`src/include/asxc_pkg.sv`:
```
package asxc_pkg;
  localparam int ADDR_W = 6;
  localparam logic [ADDR_W-1:0] OFS_EXT0 = 6'h00;
  localparam logic [ADDR_W-1:0] OFS_EXT1 = 6'h04;
  localparam logic [ADDR_W-1:0] OFS_CTLB0 = 6'h08;
  localparam logic [ADDR_W-1:0] OFS_CTLB1 = 6'h0c;
  localparam logic [ADDR_W-1:0] OFS_TC0 = 6'h10;
  localparam logic [ADDR_W-1:0] OFS_TC1 = 6'h14;
  localparam logic [ADDR_W-1:0] OFS_LINE = 6'h18;
  localparam logic [ADDR_W-1:0] OFS_ISTAT = 6'h1c;
  localparam logic [ADDR_W-1:0] OFS_IMASK = 6'h20;
  // Extension control fields
  localparam int EXT_DCD_DIS = 6;
  localparam int EXT_CTS_DIS = 5;
  localparam int EXT_X1 = 4;
  localparam int EXT_BRG_MODE = 3;
  localparam int EXT_BRK_EN = 2;
  localparam int EXT_BRK_DET = 1;
  localparam int EXT_SEND_BRK = 0;
  localparam logic [7:0] EXT_RESET = 8'h00;
  localparam logic [7:0] EXT0_WMASK = 8'h7d;
  localparam logic [7:0] EXT1_WMASK = 8'h1d;
  // Control register B fields
  localparam int CTLB_SS_LSB = 0;
  localparam int CTLB_DR = 3;
  localparam int CTLB_PS = 5;
  localparam logic [7:0] CTLB_WMASK = 8'h2f;
  localparam logic [7:0] CTLB_RESET = 8'h00;
  localparam logic [15:0] TC_RESET = 16'h0000;
  localparam logic [2:0] SS_BYPASS = 3'h7;
  // Interrupt status bits
  localparam int IRQ_DCD_RISE = 0;
  localparam int IRQ_BRK0 = 1;
  localparam int IRQ_BRK1 = 2;
  localparam int IRQ_W = 3;
  // Divider figures
  localparam int GEN_W = 18;
  localparam logic [GEN_W-1:0] PRESCALE_LO = 18'h0000a;
  localparam logic [GEN_W-1:0] PRESCALE_HI = 18'h0001e;
  localparam logic [GEN_W-1:0] TC_ADD_M1 = 18'h00003;
  localparam logic [5:0] DIV_LO_M1 = 6'h0f;
  localparam logic [5:0] DIV_HI_M1 = 6'h3f;
  typedef enum logic [1:0] {
    ASXC_OKAY = 2'b00,
    ASXC_SLVERR = 2'b10
  } asxc_resp_t;
endpackage : asxc_pkg

```
`src/hdl/asxc_top.sv`:
```
// The implementer's own choices: the AXI4-Lite register port and the register offsets.
`timescale 1ns/1ps
module asxc_top
  import asxc_pkg::*;
(
  input wire logic aclk, // System clock, 10 MHz
  input wire logic aresetn, // Synchronous reset, active low
  input wire logic [asxc_pkg::ADDR_W-1:0] s_axi_awaddr, // Write address
  input wire logic s_axi_awvalid, // Write address valid
  output logic s_axi_awready, // Write address ready
  input wire logic [31:0] s_axi_wdata, // Write data
  input wire logic [3:0] s_axi_wstrb, // Write strobes
  input wire logic s_axi_wvalid, // Write data valid
  output logic s_axi_wready, // Write data ready
  output logic [1:0] s_axi_bresp, // Write response
  output logic s_axi_bvalid, // Write response valid
  input wire logic s_axi_bready, // Write response ready
  input wire logic [asxc_pkg::ADDR_W-1:0] s_axi_araddr, // Read address
  input wire logic s_axi_arvalid, // Read address valid
  output logic s_axi_arready, // Read address ready
  output logic [31:0] s_axi_rdata, // Read data
  output logic [1:0] s_axi_rresp, // Read response
  output logic s_axi_rvalid, // Read data valid
  input wire logic s_axi_rready, // Read data ready
  input wire logic carrier_detect_pin0_n, // Carrier detect, active low
  input wire logic clear_to_send_pin0_n, // Clear to send, active low
  input wire logic io_stop_mode, // I/O stop mode level
  input wire logic tx_data_empty_raw0, // Transmitter empty from core
  input wire logic [1:0] tx_serial, // Transmitter serial data per channel
  input wire logic [1:0] async_rx_pin, // Receive pins
  input wire logic [1:0] async_clock_pin_i, // Clock pin levels
  input wire logic [1:0] rx_head_new, // Pulse: new oldest Rx FIFO entry
  input wire logic [15:0] rx_head_data, // Oldest character, ch1 high byte
  input wire logic [1:0] rx_head_framing_err, // Framing error of that entry
  input wire logic [1:0] error_flag_reset_clr, // Pulse: zero written to ERROR_FLAG_RESET
  output logic [1:0] async_tx_pin, // Transmit pins
  output logic [1:0] async_clock_pin_o, // Clock pin drive level
  output logic [1:0] async_clock_pin_oe, // Clock pin drive enable
  output logic [1:0] bit_clk_en, // Pulse: one bit time
  output logic [1:0] rx_sync_data, // Receive data as sampled
  output logic rx_reset0, // Hold channel 0 receiver reset
  output logic tx_data_empty_flag0, // Gated transmit-empty flag
  output logic irq // Level interrupt
);
  import asxc_pkg::*;

  logic [7:0] ext_r [2];
  logic [7:0] ctlb_r [2];
  logic [15:0] tc_r [2];
  logic [1:0] brk_det_r;
  logic [IRQ_W-1:0] istat_r;
  logic [IRQ_W-1:0] imask_r;
  logic dcd_prev_r;
  logic [1:0] brk_set;
  logic [1:0] gen_pulse;
  logic dcd_gate;

  // Write channel
  logic aw_full_r, w_full_r;
  logic [ADDR_W-1:0] waddr_r;
  logic [31:0] wdata_r;
  logic [3:0] wstrb_r;
  logic wr_do, aw_full_nxt, w_full_nxt, bvalid_nxt;
  logic wr_ok;
  assign wr_do = aw_full_r & w_full_r & ~s_axi_bvalid;
  assign aw_full_nxt = (aw_full_r | (s_axi_awvalid & s_axi_awready)) & ~wr_do;
  assign w_full_nxt = (w_full_r | (s_axi_wvalid & s_axi_wready)) & ~wr_do;
  assign bvalid_nxt = s_axi_bvalid ? ~s_axi_bready : wr_do;
  always_comb begin
    case (waddr_r)
      OFS_EXT0, OFS_EXT1, OFS_CTLB0, OFS_CTLB1, OFS_TC0, OFS_TC1,
      OFS_LINE, OFS_ISTAT, OFS_IMASK: wr_ok = 1'b1;
      default: wr_ok = 1'b0;
    endcase
  end

  always_ff @(posedge aclk) begin
    if (!aresetn) begin
      aw_full_r <= 1'b0;
      w_full_r <= 1'b0;
      s_axi_awready <= 1'b0;
      s_axi_wready <= 1'b0;
      s_axi_bvalid <= 1'b0;
      s_axi_bresp <= ASXC_OKAY;
      waddr_r <= '0;
      wdata_r <= '0;
      wstrb_r <= '0;
    end else begin
      aw_full_r <= aw_full_nxt;
      w_full_r <= w_full_nxt;
      s_axi_awready <= ~aw_full_nxt & ~bvalid_nxt;
      s_axi_wready <= ~w_full_nxt & ~bvalid_nxt;
      s_axi_bvalid <= bvalid_nxt;
      if (s_axi_awvalid && s_axi_awready) begin
        waddr_r <= s_axi_awaddr;
      end
      if (s_axi_wvalid && s_axi_wready) begin
        wdata_r <= s_axi_wdata;
        wstrb_r <= s_axi_wstrb;
      end
      if (wr_do) begin
        s_axi_bresp <= wr_ok ? ASXC_OKAY : ASXC_SLVERR;
      end
    end
  end

  // Configuration registers
  always_ff @(posedge aclk) begin
    if (!aresetn) begin
      ext_r[0] <= EXT_RESET;
      ext_r[1] <= EXT_RESET;
      ctlb_r[0] <= CTLB_RESET;
      ctlb_r[1] <= CTLB_RESET;
      tc_r[0] <= TC_RESET;
      tc_r[1] <= TC_RESET;
      imask_r <= '0;
    end else if (wr_do) begin
      if (wstrb_r[0]) begin
        case (waddr_r)
          OFS_EXT0: ext_r[0] <= wdata_r[7:0] & EXT0_WMASK;
          OFS_EXT1: ext_r[1] <= wdata_r[7:0] & EXT1_WMASK;
          OFS_CTLB0: ctlb_r[0] <= wdata_r[7:0] & CTLB_WMASK;
          OFS_CTLB1: ctlb_r[1] <= wdata_r[7:0] & CTLB_WMASK;
          OFS_TC0: tc_r[0][7:0] <= wdata_r[7:0];
          OFS_TC1: tc_r[1][7:0] <= wdata_r[7:0];
          OFS_IMASK: imask_r <= wdata_r[IRQ_W-1:0];
          default: ;
        endcase
      end
      if (wstrb_r[1]) begin
        case (waddr_r)
          OFS_TC0: tc_r[0][15:8] <= wdata_r[15:8];
          OFS_TC1: tc_r[1][15:8] <= wdata_r[15:8];
          default: ;
        endcase
      end
    end
  end

  // Read channel
  logic [31:0] rd_mux;
  logic rd_ok;
  logic rvalid_nxt;
  assign rvalid_nxt = s_axi_rvalid ? ~s_axi_rready : (s_axi_arvalid & s_axi_arready);
  always_comb begin
    rd_mux = 32'h00000000;
    rd_ok = 1'b1;
    case (s_axi_araddr)
      OFS_EXT0: rd_mux[7:0] = ext_r[0] | {6'h00, brk_det_r[0], 1'b0};
      OFS_EXT1: rd_mux[7:0] = ext_r[1] | {6'h00, brk_det_r[1], 1'b0};
      OFS_CTLB0: rd_mux[7:0] = ctlb_r[0];
      OFS_CTLB1: rd_mux[7:0] = ctlb_r[1];
      OFS_TC0: rd_mux[15:0] = tc_r[0];
      OFS_TC1: rd_mux[15:0] = tc_r[1];
      OFS_LINE: rd_mux[2:0] = {tx_data_empty_flag0, clear_to_send_pin0_n,
                               carrier_detect_pin0_n};
      OFS_ISTAT: rd_mux[IRQ_W-1:0] = istat_r;
      OFS_IMASK: rd_mux[IRQ_W-1:0] = imask_r;
      default: rd_ok = 1'b0;
    endcase
  end

  always_ff @(posedge aclk) begin
    if (!aresetn) begin
      s_axi_arready <= 1'b0;
      s_axi_rvalid <= 1'b0;
      s_axi_rdata <= 32'h00000000;
      s_axi_rresp <= ASXC_OKAY;
    end else begin
      s_axi_arready <= ~rvalid_nxt & ~(s_axi_arvalid & s_axi_arready);
      s_axi_rvalid <= rvalid_nxt;
      if (s_axi_arvalid && s_axi_arready) begin
        s_axi_rdata <= rd_ok ? rd_mux : 32'h00000000;
        s_axi_rresp <= rd_ok ? ASXC_OKAY : ASXC_SLVERR;
      end
    end
  end

  // Channel 0 modem line gating
  assign dcd_gate = ~ext_r[0][EXT_DCD_DIS] & carrier_detect_pin0_n;
  always_ff @(posedge aclk) begin
    if (!aresetn) begin
      rx_reset0 <= 1'b0;
      tx_data_empty_flag0 <= 1'b0;
      dcd_prev_r <= 1'b1;
    end else begin
      rx_reset0 <= dcd_gate;
      tx_data_empty_flag0 <= tx_data_empty_raw0 &
        ~(~ext_r[0][EXT_CTS_DIS] & clear_to_send_pin0_n);
      dcd_prev_r <= carrier_detect_pin0_n;
    end
  end

  // Break detect; a new break wins over a software clear
  assign brk_set = {2{1'b1}} & {ext_r[1][EXT_BRK_EN], ext_r[0][EXT_BRK_EN]} & rx_head_new &
                   rx_head_framing_err &
                   {rx_head_data[15:8] == 8'h00, rx_head_data[7:0] == 8'h00};
  always_ff @(posedge aclk) begin
    if (!aresetn) begin
      brk_det_r <= 2'b00;
    end else begin
      for (int c = 0; c < 2; c++) begin
        if (io_stop_mode || (c == 0 && dcd_gate)) begin
          brk_det_r[c] <= 1'b0;
        end else if (brk_set[c]) begin
          brk_det_r[c] <= 1'b1;
        end else if (error_flag_reset_clr[c]) begin
          brk_det_r[c] <= 1'b0;
        end
      end
    end
  end

  // Interrupt status, write one to clear, set wins
  logic [IRQ_W-1:0] ev;
  logic [IRQ_W-1:0] w1c;
  assign ev = {brk_set[1], brk_set[0], carrier_detect_pin0_n & ~dcd_prev_r};
  assign w1c = (wr_do && waddr_r == OFS_ISTAT && wstrb_r[0]) ? wdata_r[IRQ_W-1:0] : '0;
  always_ff @(posedge aclk) begin
    if (!aresetn) begin
      istat_r <= '0;
      irq <= 1'b0;
    end else begin
      istat_r <= (istat_r & ~w1c) | ev;
      irq <= |(((istat_r & ~w1c) | ev) & imask_r);
    end
  end

  // Baud generator, bit clock divider and pin muxing per channel
  for (genvar ch = 0; ch < 2; ch++) begin : g_ch
    logic [GEN_W-1:0] gen_cnt_r;
    logic [GEN_W-1:0] period_m1;
    logic [5:0] div_cnt_r;
    logic clk_prev_r;
    logic [2:0] ss;
    assign ss = ctlb_r[ch][CTLB_SS_LSB+2:CTLB_SS_LSB];
    always_comb begin
      if (ext_r[ch][EXT_BRG_MODE]) begin
        period_m1 = {1'b0, tc_r[ch], 1'b0} + TC_ADD_M1;
      end else begin
        period_m1 = ((ctlb_r[ch][CTLB_PS] ? PRESCALE_HI : PRESCALE_LO) << ss) -
                    18'h00001;
      end
    end
    assign gen_pulse[ch] = (ss == SS_BYPASS) ? (async_clock_pin_i[ch] & ~clk_prev_r) :
                           (gen_cnt_r == '0);
    always_ff @(posedge aclk) begin
      if (!aresetn) begin
        gen_cnt_r <= '0;
        div_cnt_r <= '0;
        clk_prev_r <= 1'b0;
        bit_clk_en[ch] <= 1'b0;
        async_clock_pin_o[ch] <= 1'b0;
        async_clock_pin_oe[ch] <= 1'b0;
        rx_sync_data[ch] <= 1'b1;
        async_tx_pin[ch] <= 1'b1;
      end else begin
        clk_prev_r <= async_clock_pin_i[ch];
        gen_cnt_r <= (gen_cnt_r == '0 || gen_cnt_r > period_m1) ? period_m1 :
                     gen_cnt_r - 18'h00001;
        async_clock_pin_oe[ch] <= (ss != SS_BYPASS);
        async_clock_pin_o[ch] <= (ss != SS_BYPASS) & gen_pulse[ch];
        if (ext_r[ch][EXT_X1]) begin
          bit_clk_en[ch] <= gen_pulse[ch];
          div_cnt_r <= '0;
          if (gen_pulse[ch]) begin
            rx_sync_data[ch] <= async_rx_pin[ch];
          end
        end else begin
          rx_sync_data[ch] <= async_rx_pin[ch];
          if (gen_pulse[ch]) begin
            if (div_cnt_r >= (ctlb_r[ch][CTLB_DR] ? DIV_HI_M1 : DIV_LO_M1)) begin
              div_cnt_r <= '0;
              bit_clk_en[ch] <= 1'b1;
            end else begin
              div_cnt_r <= div_cnt_r + 6'h01;
              bit_clk_en[ch] <= 1'b0;
            end
          end else begin
            bit_clk_en[ch] <= 1'b0;
          end
        end
        async_tx_pin[ch] <= (ext_r[ch][EXT_SEND_BRK] & ext_r[ch][EXT_BRK_EN]) ? 1'b0 :
                            tx_serial[ch];
      end
    end
  end

  property p_dcd_hold;
    @(posedge aclk) disable iff (!aresetn)
    (!ext_r[0][EXT_DCD_DIS] && carrier_detect_pin0_n) |=> rx_reset0;
  endproperty
  a_dcd_hold: assert property (p_dcd_hold) else $error("receiver not held");
  property p_dcd_off;
    @(posedge aclk) disable iff (!aresetn)
    ext_r[0][EXT_DCD_DIS] |=> !rx_reset0;
  endproperty
  a_dcd_off: assert property (p_dcd_off) else $error("carrier gating active");
  property p_dcd_irq;
    @(posedge aclk) disable iff (!aresetn)
    $rose(carrier_detect_pin0_n) |=> istat_r[IRQ_DCD_RISE];
  endproperty
  a_dcd_irq: assert property (p_dcd_irq) else $error("carrier edge lost");
  property p_cts;
    @(posedge aclk) disable iff (!aresetn)
    (!ext_r[0][EXT_CTS_DIS] && clear_to_send_pin0_n) |=> !tx_data_empty_flag0;
  endproperty
  a_cts: assert property (p_cts) else $error("empty flag not forced");
  property p_x1;
    @(posedge aclk) disable iff (!aresetn)
    (ext_r[0][EXT_X1] && gen_pulse[0]) |=> bit_clk_en[0];
  endproperty
  a_x1: assert property (p_x1) else $error("single rate clock missing");
  property p_div;
    @(posedge aclk) disable iff (!aresetn)
    (!ext_r[0][EXT_X1] && bit_clk_en[0]) |=> (!bit_clk_en[0] || ext_r[0][EXT_X1]) [*8];
  endproperty
  a_div: assert property (p_div) else $error("bit clock too fast");
  property p_brg0;
    @(posedge aclk) disable iff (!aresetn)
    (g_ch[0].ss != SS_BYPASS && $stable(ctlb_r[0]) && !ext_r[0][EXT_BRG_MODE] &&
     gen_pulse[0]) |=>
    (!gen_pulse[0] || ext_r[0][EXT_BRG_MODE] || g_ch[0].ss == SS_BYPASS) [*8];
  endproperty
  a_brg0: assert property (p_brg0) else $error("prescaler too short");
  property p_brg1;
    @(posedge aclk) disable iff (!aresetn)
    (ext_r[0][EXT_BRG_MODE] && tc_r[0] == 16'h0000 && g_ch[0].ss != SS_BYPASS &&
     $stable(tc_r[0]) && gen_pulse[0]) |=> !gen_pulse[0] ##1 !gen_pulse[0] ##1
     !gen_pulse[0];
  endproperty
  a_brg1: assert property (p_brg1) else $error("time constant period short");
  property p_brk_set;
    @(posedge aclk) disable iff (!aresetn)
    (brk_set[0] && !io_stop_mode && !dcd_gate) |=> brk_det_r[0];
  endproperty
  a_brk_set: assert property (p_brk_set) else $error("break not caught");
  property p_brk_clr;
    @(posedge aclk) disable iff (!aresetn)
    io_stop_mode |=> !brk_det_r[0] && !brk_det_r[1];
  endproperty
  a_brk_clr: assert property (p_brk_clr) else $error("break not cleared");
  property p_send_brk;
    @(posedge aclk) disable iff (!aresetn)
    (ext_r[1][EXT_SEND_BRK] && ext_r[1][EXT_BRK_EN]) |=> !async_tx_pin[1];
  endproperty
  a_send_brk: assert property (p_send_brk) else $error("break not sent");
  property p_no_brk;
    @(posedge aclk) disable iff (!aresetn)
    !ext_r[0][EXT_BRK_EN] |=> async_tx_pin[0] == $past(tx_serial[0]);
  endproperty
  a_no_brk: assert property (p_no_brk) else $error("break while disabled");
  property p_rst;
    @(posedge aclk) !aresetn |=> ext_r[0] == EXT_RESET && ext_r[1] == EXT_RESET;
  endproperty
  a_rst: assert property (p_rst) else $error("extension not reset");
  property p_bypass;
    @(posedge aclk) disable iff (!aresetn)
    g_ch[0].ss == SS_BYPASS |=> !async_clock_pin_oe[0];
  endproperty
  a_bypass: assert property (p_bypass) else $error("clock pin driven");
endmodule : asxc_top

```
`config.mk`:
```
export PLATFORM = sky130hd
export DESIGN_NAME = asxc_top
export DESIGN_NICKNAME = d
export VERILOG_FILES = /design/src/include/asxc_pkg.sv /design/src/hdl/asxc_top.sv
export SDC_FILE = /design/constraint.sdc
export NUM_CORES = 1
export LEC_CHECK = 0
export ABC_AREA = 1
export BUFFER_PORTS_ARGS = -buffer_cell sky130_fd_sc_hd__buf_4
export CAP_MARGIN = 25
export CORE_AREA = 5 5 146 148
export CTS_CLUSTER_SIZE = 28
export DETAILED_ROUTE_END_ITERATION = 10
export DIE_AREA = 0 0 151 153
export PLACE_DENSITY = 0.72
export RECOVER_POWER = 25
export REMOVE_ABC_BUFFERS = 1
export SLEW_MARGIN = 20
export SYNTH_ARGS = -nofsm -noshare
export SYNTH_HDL_FRONTEND = slang
export SYNTH_SLANG_ARGS = --single-unit
```
`constraint.sdc`:
```
create_clock -name aclk -period 6.5 [get_ports aclk]
set_clock_uncertainty 0.2 [all_clocks]
set_input_delay 0.325 -clock aclk [delete_from_list [all_inputs] [get_ports aclk]]
set_output_delay 0.325 -clock aclk [all_outputs]
set_load 0.01 [all_outputs]
```
# [Yosys cells after proc, flatten, opt, wreduce, memory -nomap -nowiden]
# Memory sizes are Yosys's and may differ from the RTL's.
# Cells that the tools add are included.
[totals] register_bits=139 ramBits=54 out_inout_bits=54 mem_count=3
[mem_list] name="tc_r" words=2 word_bits=16 rd=2 rd_ports_with_merged_regs=0 wr=2 line_no="asxc_top.sv:49" rtl="logic [15:0] tc_r [2];"
[mem_list] name="ext_r" words=2 word_bits=6 rd=2 rd_ports_with_merged_regs=0 wr=2 line_no="asxc_top.sv:47" rtl="logic [7:0] ext_r [2];"
[mem_list] name="ctlb_r" words=2 word_bits=5 rd=2 rd_ports_with_merged_regs=0 wr=2 line_no="asxc_top.sv:48" rtl="logic [7:0] ctlb_r [2];"
[classes] n_addsub=8 magnitude_cmp=4 n_eq_ne=22 shift=2 mux=86 bitwise=55 n_reduce_logical=24
[op_table] cell="18-bit 2-to-1 mux" n=4
[op_table] cell="18-bit by 1-bit subtractor with 18-bit output, second input constant" n=4
[op_table] cell="1-bit 2-to-1 mux" n=61
[op_table] cell="6-bit by 5-bit equality test with 1-bit output, second input constant" n=8
[op_table] cell="17-bit by 2-bit adder with 18-bit output, second input constant" n=2
[op_table] cell="18-bit greater-than comparator" n=2
[op_table] cell="18-bit logical NOT" n=2
[op_table] cell="6-bit 2-to-1 mux" n=6
[op_table] cell="5-bit by 3-bit left shift with 18-bit output" n=2
[op_table] cell="8-bit 2-to-1 mux" n=4
[op_table] cell="5-bit one-hot mux with 6 select lines" n=1
[op_table] cell="3-bit one-hot mux with 9 select lines" n=1
[op_table] cell="6-bit by 4-bit equality test with 1-bit output, second input constant" n=4
[op_table] cell="1-bit AND" n=20
[op_table] cell="5-bit 2-to-1 mux" n=4
[op_table] cell="9-bit OR reduction" n=2
[op_table] cell="8-bit logical NOT" n=2
[op_table] cell="16-bit 2-to-1 mux" n=1
[op_table] cell="1-bit NOT" n=16
[op_table] cell="8-bit by 2-bit bitwise OR with 8-bit output" n=2
[op_table] cell="8-bit one-hot mux with 2 select lines" n=1
[op_table] cell="6-bit by 1-bit adder with 6-bit output, second input constant" n=2
[op_table] cell="6-bit by 3-bit equality test with 1-bit output, second input constant" n=2
[op_table] cell="6-bit equality test, second input constant" n=2
[op_table] cell="other kinds (18)" n=46

# [Longest topological paths before layout]
[logic_depth] word_depth=10 depth_mapped=27 ltp_nobuf=25

# [Worst setup path after synthesis]
# OpenSTA, ideal clock, no wires.
[synth_path] path_kind="reg2reg" startpoint="memory ctlb_r[0][7] in the netlist's numbering" endpoint="register g_ch[1].gen_cnt_r[17]" t_arrival_ns=2.682 slack_ns=3.491 stages_incl_launch_ff=24 path_cell_list="edfxtp_1 -> inv_1 -> clkbuf_1 -> nand2_1 -> ha_1 -> nand2_1 -> o21ai_0 -> nand2_1 -> o31ai_1 -> a21oi_1 -> inv_1 -> ha_1 -> nand2_1 -> nor2_1 -> nand3_1 -> nand3_1 -> nand2_1 -> nand2_1 -> nand2_1 -> nand2_1 -> buf_2 -> nand2_1 -> nand2_1 -> nor2_1"
[synth_rtl] item="start, declared" line_no="asxc_top.sv:48"
[synth_rtl] item="end signal, assigned" line_no="asxc_top.sv:259" rtl="gen_cnt_r <= (gen_cnt_r == '0 || gen_cnt_r > period_m1) ? period_m1 :"
[synth_rtl] item="end, declared" line_no="asxc_top.sv:231" rtl="logic [GEN_W-1:0] gen_cnt_r;"

==> metrics.txt <==
# TYPE chip_impl_metric gauge
chip_impl_metric{name="design.core.area",unit="sq um"} 19900
chip_impl_metric{name="floorplan.initialDensity",unit="%"} 50.6
chip_impl_info{name="synth-main-ff-cell",value="dfxtp_1"} 1
chip_impl_metric{name="fmax",unit="MHz"} 245
chip_impl_metric{name="cts_inserted_buffers",unit=""} 17
chip_impl_metric{name="synth.avg_cell_area",unit="sq um"} 7.13
chip_impl_metric{name="die_y",unit="um"} 153
chip_impl_metric{name="finalHoldViolCount",unit=""} 0
chip_impl_metric{name="final_estimated_routing_congestion_in_global_placement",unit=""} 0.925
chip_impl_metric{name="drive_gt1_share",unit="%"} 8.63
chip_impl_info{name="synth_top_cell_by_area",value="dfxtp_1"} 1
chip_impl_metric{name="cp.buffers_inverters",unit=""} 2
chip_impl_metric{name="worst_setup_hold_path_clk_slew",unit="ns"} 0.08
chip_impl_metric{name="wire_length_of_the_first_global_routing_pass",unit="um"} 42200
chip_impl_info{name="crit_chain",value="inv_1 -> o21ai_0 -> inv_1 -> ha_1 -> nand2_1 -> nor2_1 -> nand3_1 -> nand3_1 -> nand2_1 -> nand2_1 -> nand2_1 -> nand2_1 -> nand2_1 -> nand2_1 -> nor2_1"} 1
chip_impl_info{name="crit_top_cell",value="nand2_1"} 1
chip_impl_metric{name="portBuffers",unit=""} 104
chip_impl_metric{name="cts.sinks",unit=""} 173
chip_impl_metric{name="placement_rows",unit=""} 52
chip_impl_metric{name="fill_cell_count",unit=""} 1895
chip_impl_metric{name="power_density",unit="nW/um^2"} 300
chip_impl_metric{name="hold_slack",unit="ns"} 0.0239
chip_impl_metric{name="post-dp-hpwl",unit="um"} 19300
chip_impl_info{name="post_synth_most_frequent_cells",value="nand2_1, nor2_1, inv_1"} 1
chip_impl_metric{name="layout_worst_path_cycle_share",unit="%"} 62.9
chip_impl_metric{name="critPathMaxFanout",unit=""} 20
chip_impl_metric{name="layout_net_count",unit=""} 1673
chip_impl_info{name="critical_path.startpoint_type",value="flip-flop"} 1
chip_impl_metric{name="clk_path_buf_depth",unit=""} 2
chip_impl_metric{name="power.ir.vdd_worst",unit="mV"} 0.183
chip_impl_info{name="unrepaired_setup_endpoints_after_global_routing",value="no"} 1
chip_impl_metric{name="critical_path.max_stage_delay",unit="ns"} 0.79
chip_impl_metric{name="critPathRequiredTime",unit="ns"} 6.57
chip_impl_metric{name="postCtsResizedCells",unit=""} 0
chip_impl_metric{name="first_iteration_detailed_routing_drc_count",unit=""} 599
chip_impl_metric{name="num_vias",unit=""} 9335
chip_impl_info{name="post_synth_main_area_contributors",value="dfxtp_1, edfxtp_1, nand2_1"} 1
chip_impl_metric{name="antenna_found_initial",unit=""} 0
chip_impl_metric{name="syn_area",unit="sq um"} 10100
chip_impl_metric{name="ys_seq_elements",unit=""} 173
chip_impl_info{name="cts_tree",value="built"} 1
chip_impl_metric{name="seqCellArea",unit="sq um"} 3980
chip_impl_metric{name="worst_pin_slew",unit="ns"} 2.07
chip_impl_metric{name="grt_util_met2",unit="%"} 37.0
chip_impl_metric{name="power.static_leakage",unit="nW"} 5.34
chip_impl_info{name="timing.critical_path.to_type",value="flip-flop"} 1
chip_impl_metric{name="post-route-drc-count",unit=""} 0
chip_impl_metric{name="area_used_by_multi_input_combinational_logic",unit="sq um"} 5180
chip_impl_metric{name="first_global_vias",unit=""} 8707
chip_impl_metric{name="syn_inst",unit=""} 1412
chip_impl_metric{name="p_total",unit="mW"} 3.56
chip_impl_metric{name="gr-total-overflow",unit=""} 0
chip_impl_metric{name="use_met1",unit="%"} 30.2
chip_impl_metric{name="postRouteAntennaNets",unit=""} 0
chip_impl_metric{name="worst-endpoint-arrival",unit="ns"} 4.16
chip_impl_metric{name="synth_sequential_area_ratio",unit="%"} 39.5
chip_impl_info{name="worst-setup-path-type",value="reg2reg"} 1
chip_impl_info{name="yosys.cell_count.top_type",value="nand2_1"} 1
chip_impl_metric{name="cap_viol_max_count",unit=""} 3
chip_impl_info{name="critical-path-top-delay-family",value="simple AND/OR/NAND/NOR gates"} 1
chip_impl_info{name="cts_root_buf",value="clkbuf_16"} 1
chip_impl_metric{name="synth_top_area_share",unit="%"} 24.0
chip_impl_metric{name="die-area",unit="sq um"} 23100
chip_impl_metric{name="post_drt_via_cell_ratio",unit=""} 5.12
chip_impl_info{name="worstHoldPathType",value="in2reg"} 1
chip_impl_metric{name="drt_total_wl",unit="um"} 26100
chip_impl_metric{name="synthArstFlopShare",unit="%"} 0
chip_impl_metric{name="htree_levels",unit=""} 4
chip_impl_metric{name="yosysWarnings",unit=""} 0
chip_impl_metric{name="synthToLayoutAreaGrowth",unit="%"} 17.7
chip_impl_metric{name="clk_latency",unit="ns"} 0.44
chip_impl_metric{name="detailed_routing_iteration_count_for_the_pre_antenna_repair_pass",unit=""} 5
chip_impl_metric{name="grt.met3_usage",unit="%"} 3.91
chip_impl_info{name="slowest_stage",value="edfxtp_1"} 1
chip_impl_info{name="failed_checks",value="capacitance limit, slew limit"} 1
chip_impl_metric{name="tns",unit="ns"} 0
chip_impl_metric{name="synth_edf_count",unit=""} 52
chip_impl_metric{name="timing.final.setup_violations",unit=""} 0
chip_impl_metric{name="yosysUniqueCellTypes",unit=""} 49
chip_impl_metric{name="wl_per_cell",unit="um"} 14.3
chip_impl_metric{name="grt_start_max_net_pins",unit=""} 46
chip_impl_metric{name="grtUsageTotal",unit="%"} 22.5
chip_impl_metric{name="slew-limit-headroom",unit="%"} -37.9
chip_impl_info{name="status",value="complete, but fails checks"} 1
chip_impl_metric{name="period_needed",unit="ns"} 4.09
chip_impl_metric{name="antennaDiodeCount",unit=""} 0
chip_impl_metric{name="cts_setup_buffers",unit=""} 0
chip_impl_metric{name="io-pin-count",unit=""} 141
chip_impl_metric{name="final_max_slew_viol_count",unit=""} 112
chip_impl_metric{name="fp.dieW",unit="um"} 151
chip_impl_info{name="grt_busiest_layer",value="met2"} 1
[power by group]
part | internal [mW] | switching (mW)
clock network | 0.542 | 0.506
registers | 1.23 | 0.122
logic | 0.441 | 0.723
total | 2.21 | 1.35
[cells by family after synthesis]
kind of cell    Yosys count  synth area share [%]
simple gates            694                  29.5
buf+inv                 236                  9.80
compound gates          224                  12.1
flops                   173                  39.5
fa+ha+maj                46                  5.71
xor+xnor                 38                  3.30
other cells               1                0.0372
[final timing paths]
kind / from / endpoint / slack, ns / cells past startpoint
worst max register to register: ext_r[0][8] / g_ch[1].gen_cnt_r[4] / 2.41 / 15
worst min-delay path: rx_head_data[6] / istat_r[1] / 0.02 / 4
worst max-delay path: ext_r[0][8] / g_ch[1].gen_cnt_r[4] / 2.41 / 15
worst min register to register: w_full_r / s_axi_wready / 0.24 / 1
[cells in the final DEF (no fill, tap or decap), types with 46 or more instances in the layout]
master / Yosys / layout
nand3_1: 62 / 62
buf_4: 20 / 71
ha_1: 46 / 46
dfxtp_1: 121 / 121
nand2_1: 330 / 330
a21oi_1: 88 / 88
inv_1: 182 / 182
o21ai_0: 94 / 94
edfxtp_1: 52 / 52
nor2_1: 213 / 212
[what timing repair did]
action,4_1_cts,5_1_grt
hold buffers,36,0
endpoints found under the hold margin,36,0
setup endpoints to repair,0,0
[routing by layer]
layer  part of all wire [%]  vias to the layer above  wire [um]
li1                       -                     4816          -
met1                     44                     4238      11500
met2                     48                      246      12500
met3                    5.8                       35       1520
met4                    2.1                        0        548
met5                      0                        -          0
[tightest hold or removal path: cells and delay by family]
kind,cells,cell delay (ns)
simple gates,2,0.12
compound gates,1,0.09
buf+inv,1,0.08
[state kept, by name, indices dropped and copies added, names as in the netlist, 2 cells and up]
name	count
imask_r	3
g_ch.clk_prev_r	2
tc_r	32
g_ch.gen_cnt_r	36
async_tx_pin	2
async_clock_pin_o	2
waddr_r	6
wdata_r	16
brk_det_r	2
ctlb_r	10
ext_r	10
rx_sync_data	2
wstrb_r	2
istat_r	3
s_axi_rdata	16
bit_clk_en	2
g_ch.div_cnt_r	12
async_clock_pin_oe	2
[metrics by stage]
step | setup slack, ns | cells | util [%] | area (sq um)
after global placement | 2.54 | 1754 | 55.1 | 11000
after detailed placement | 2.49 | 1754 | 55.2 | 11000
after global routing | 1.95 | 1823 | 59.5 | 11900
after CTS | 2.46 | 1822 | 60.0 | 12000
final | 2.41 | 1823 | 59.5 | 11900
after floorplan | 3.19 | 1378 | - | 9840
[layout make-up]
| type | count | share of cell area [%] |
|---|---|---|
| Clock inverter | 14 | 1.35 |
| Tap cell | 270 | 2.85 |
| Multi-Input combinational cell | 1020 | 43.7 |
| Inverter | 185 | 5.86 |
| Sequential cell | 173 | 33.6 |
| Timing Repair Buffer | 143 | 8.88 |
| Clock buffer | 18 | 3.80 |
Note: power is estimated with default switching activity, not from simulation.
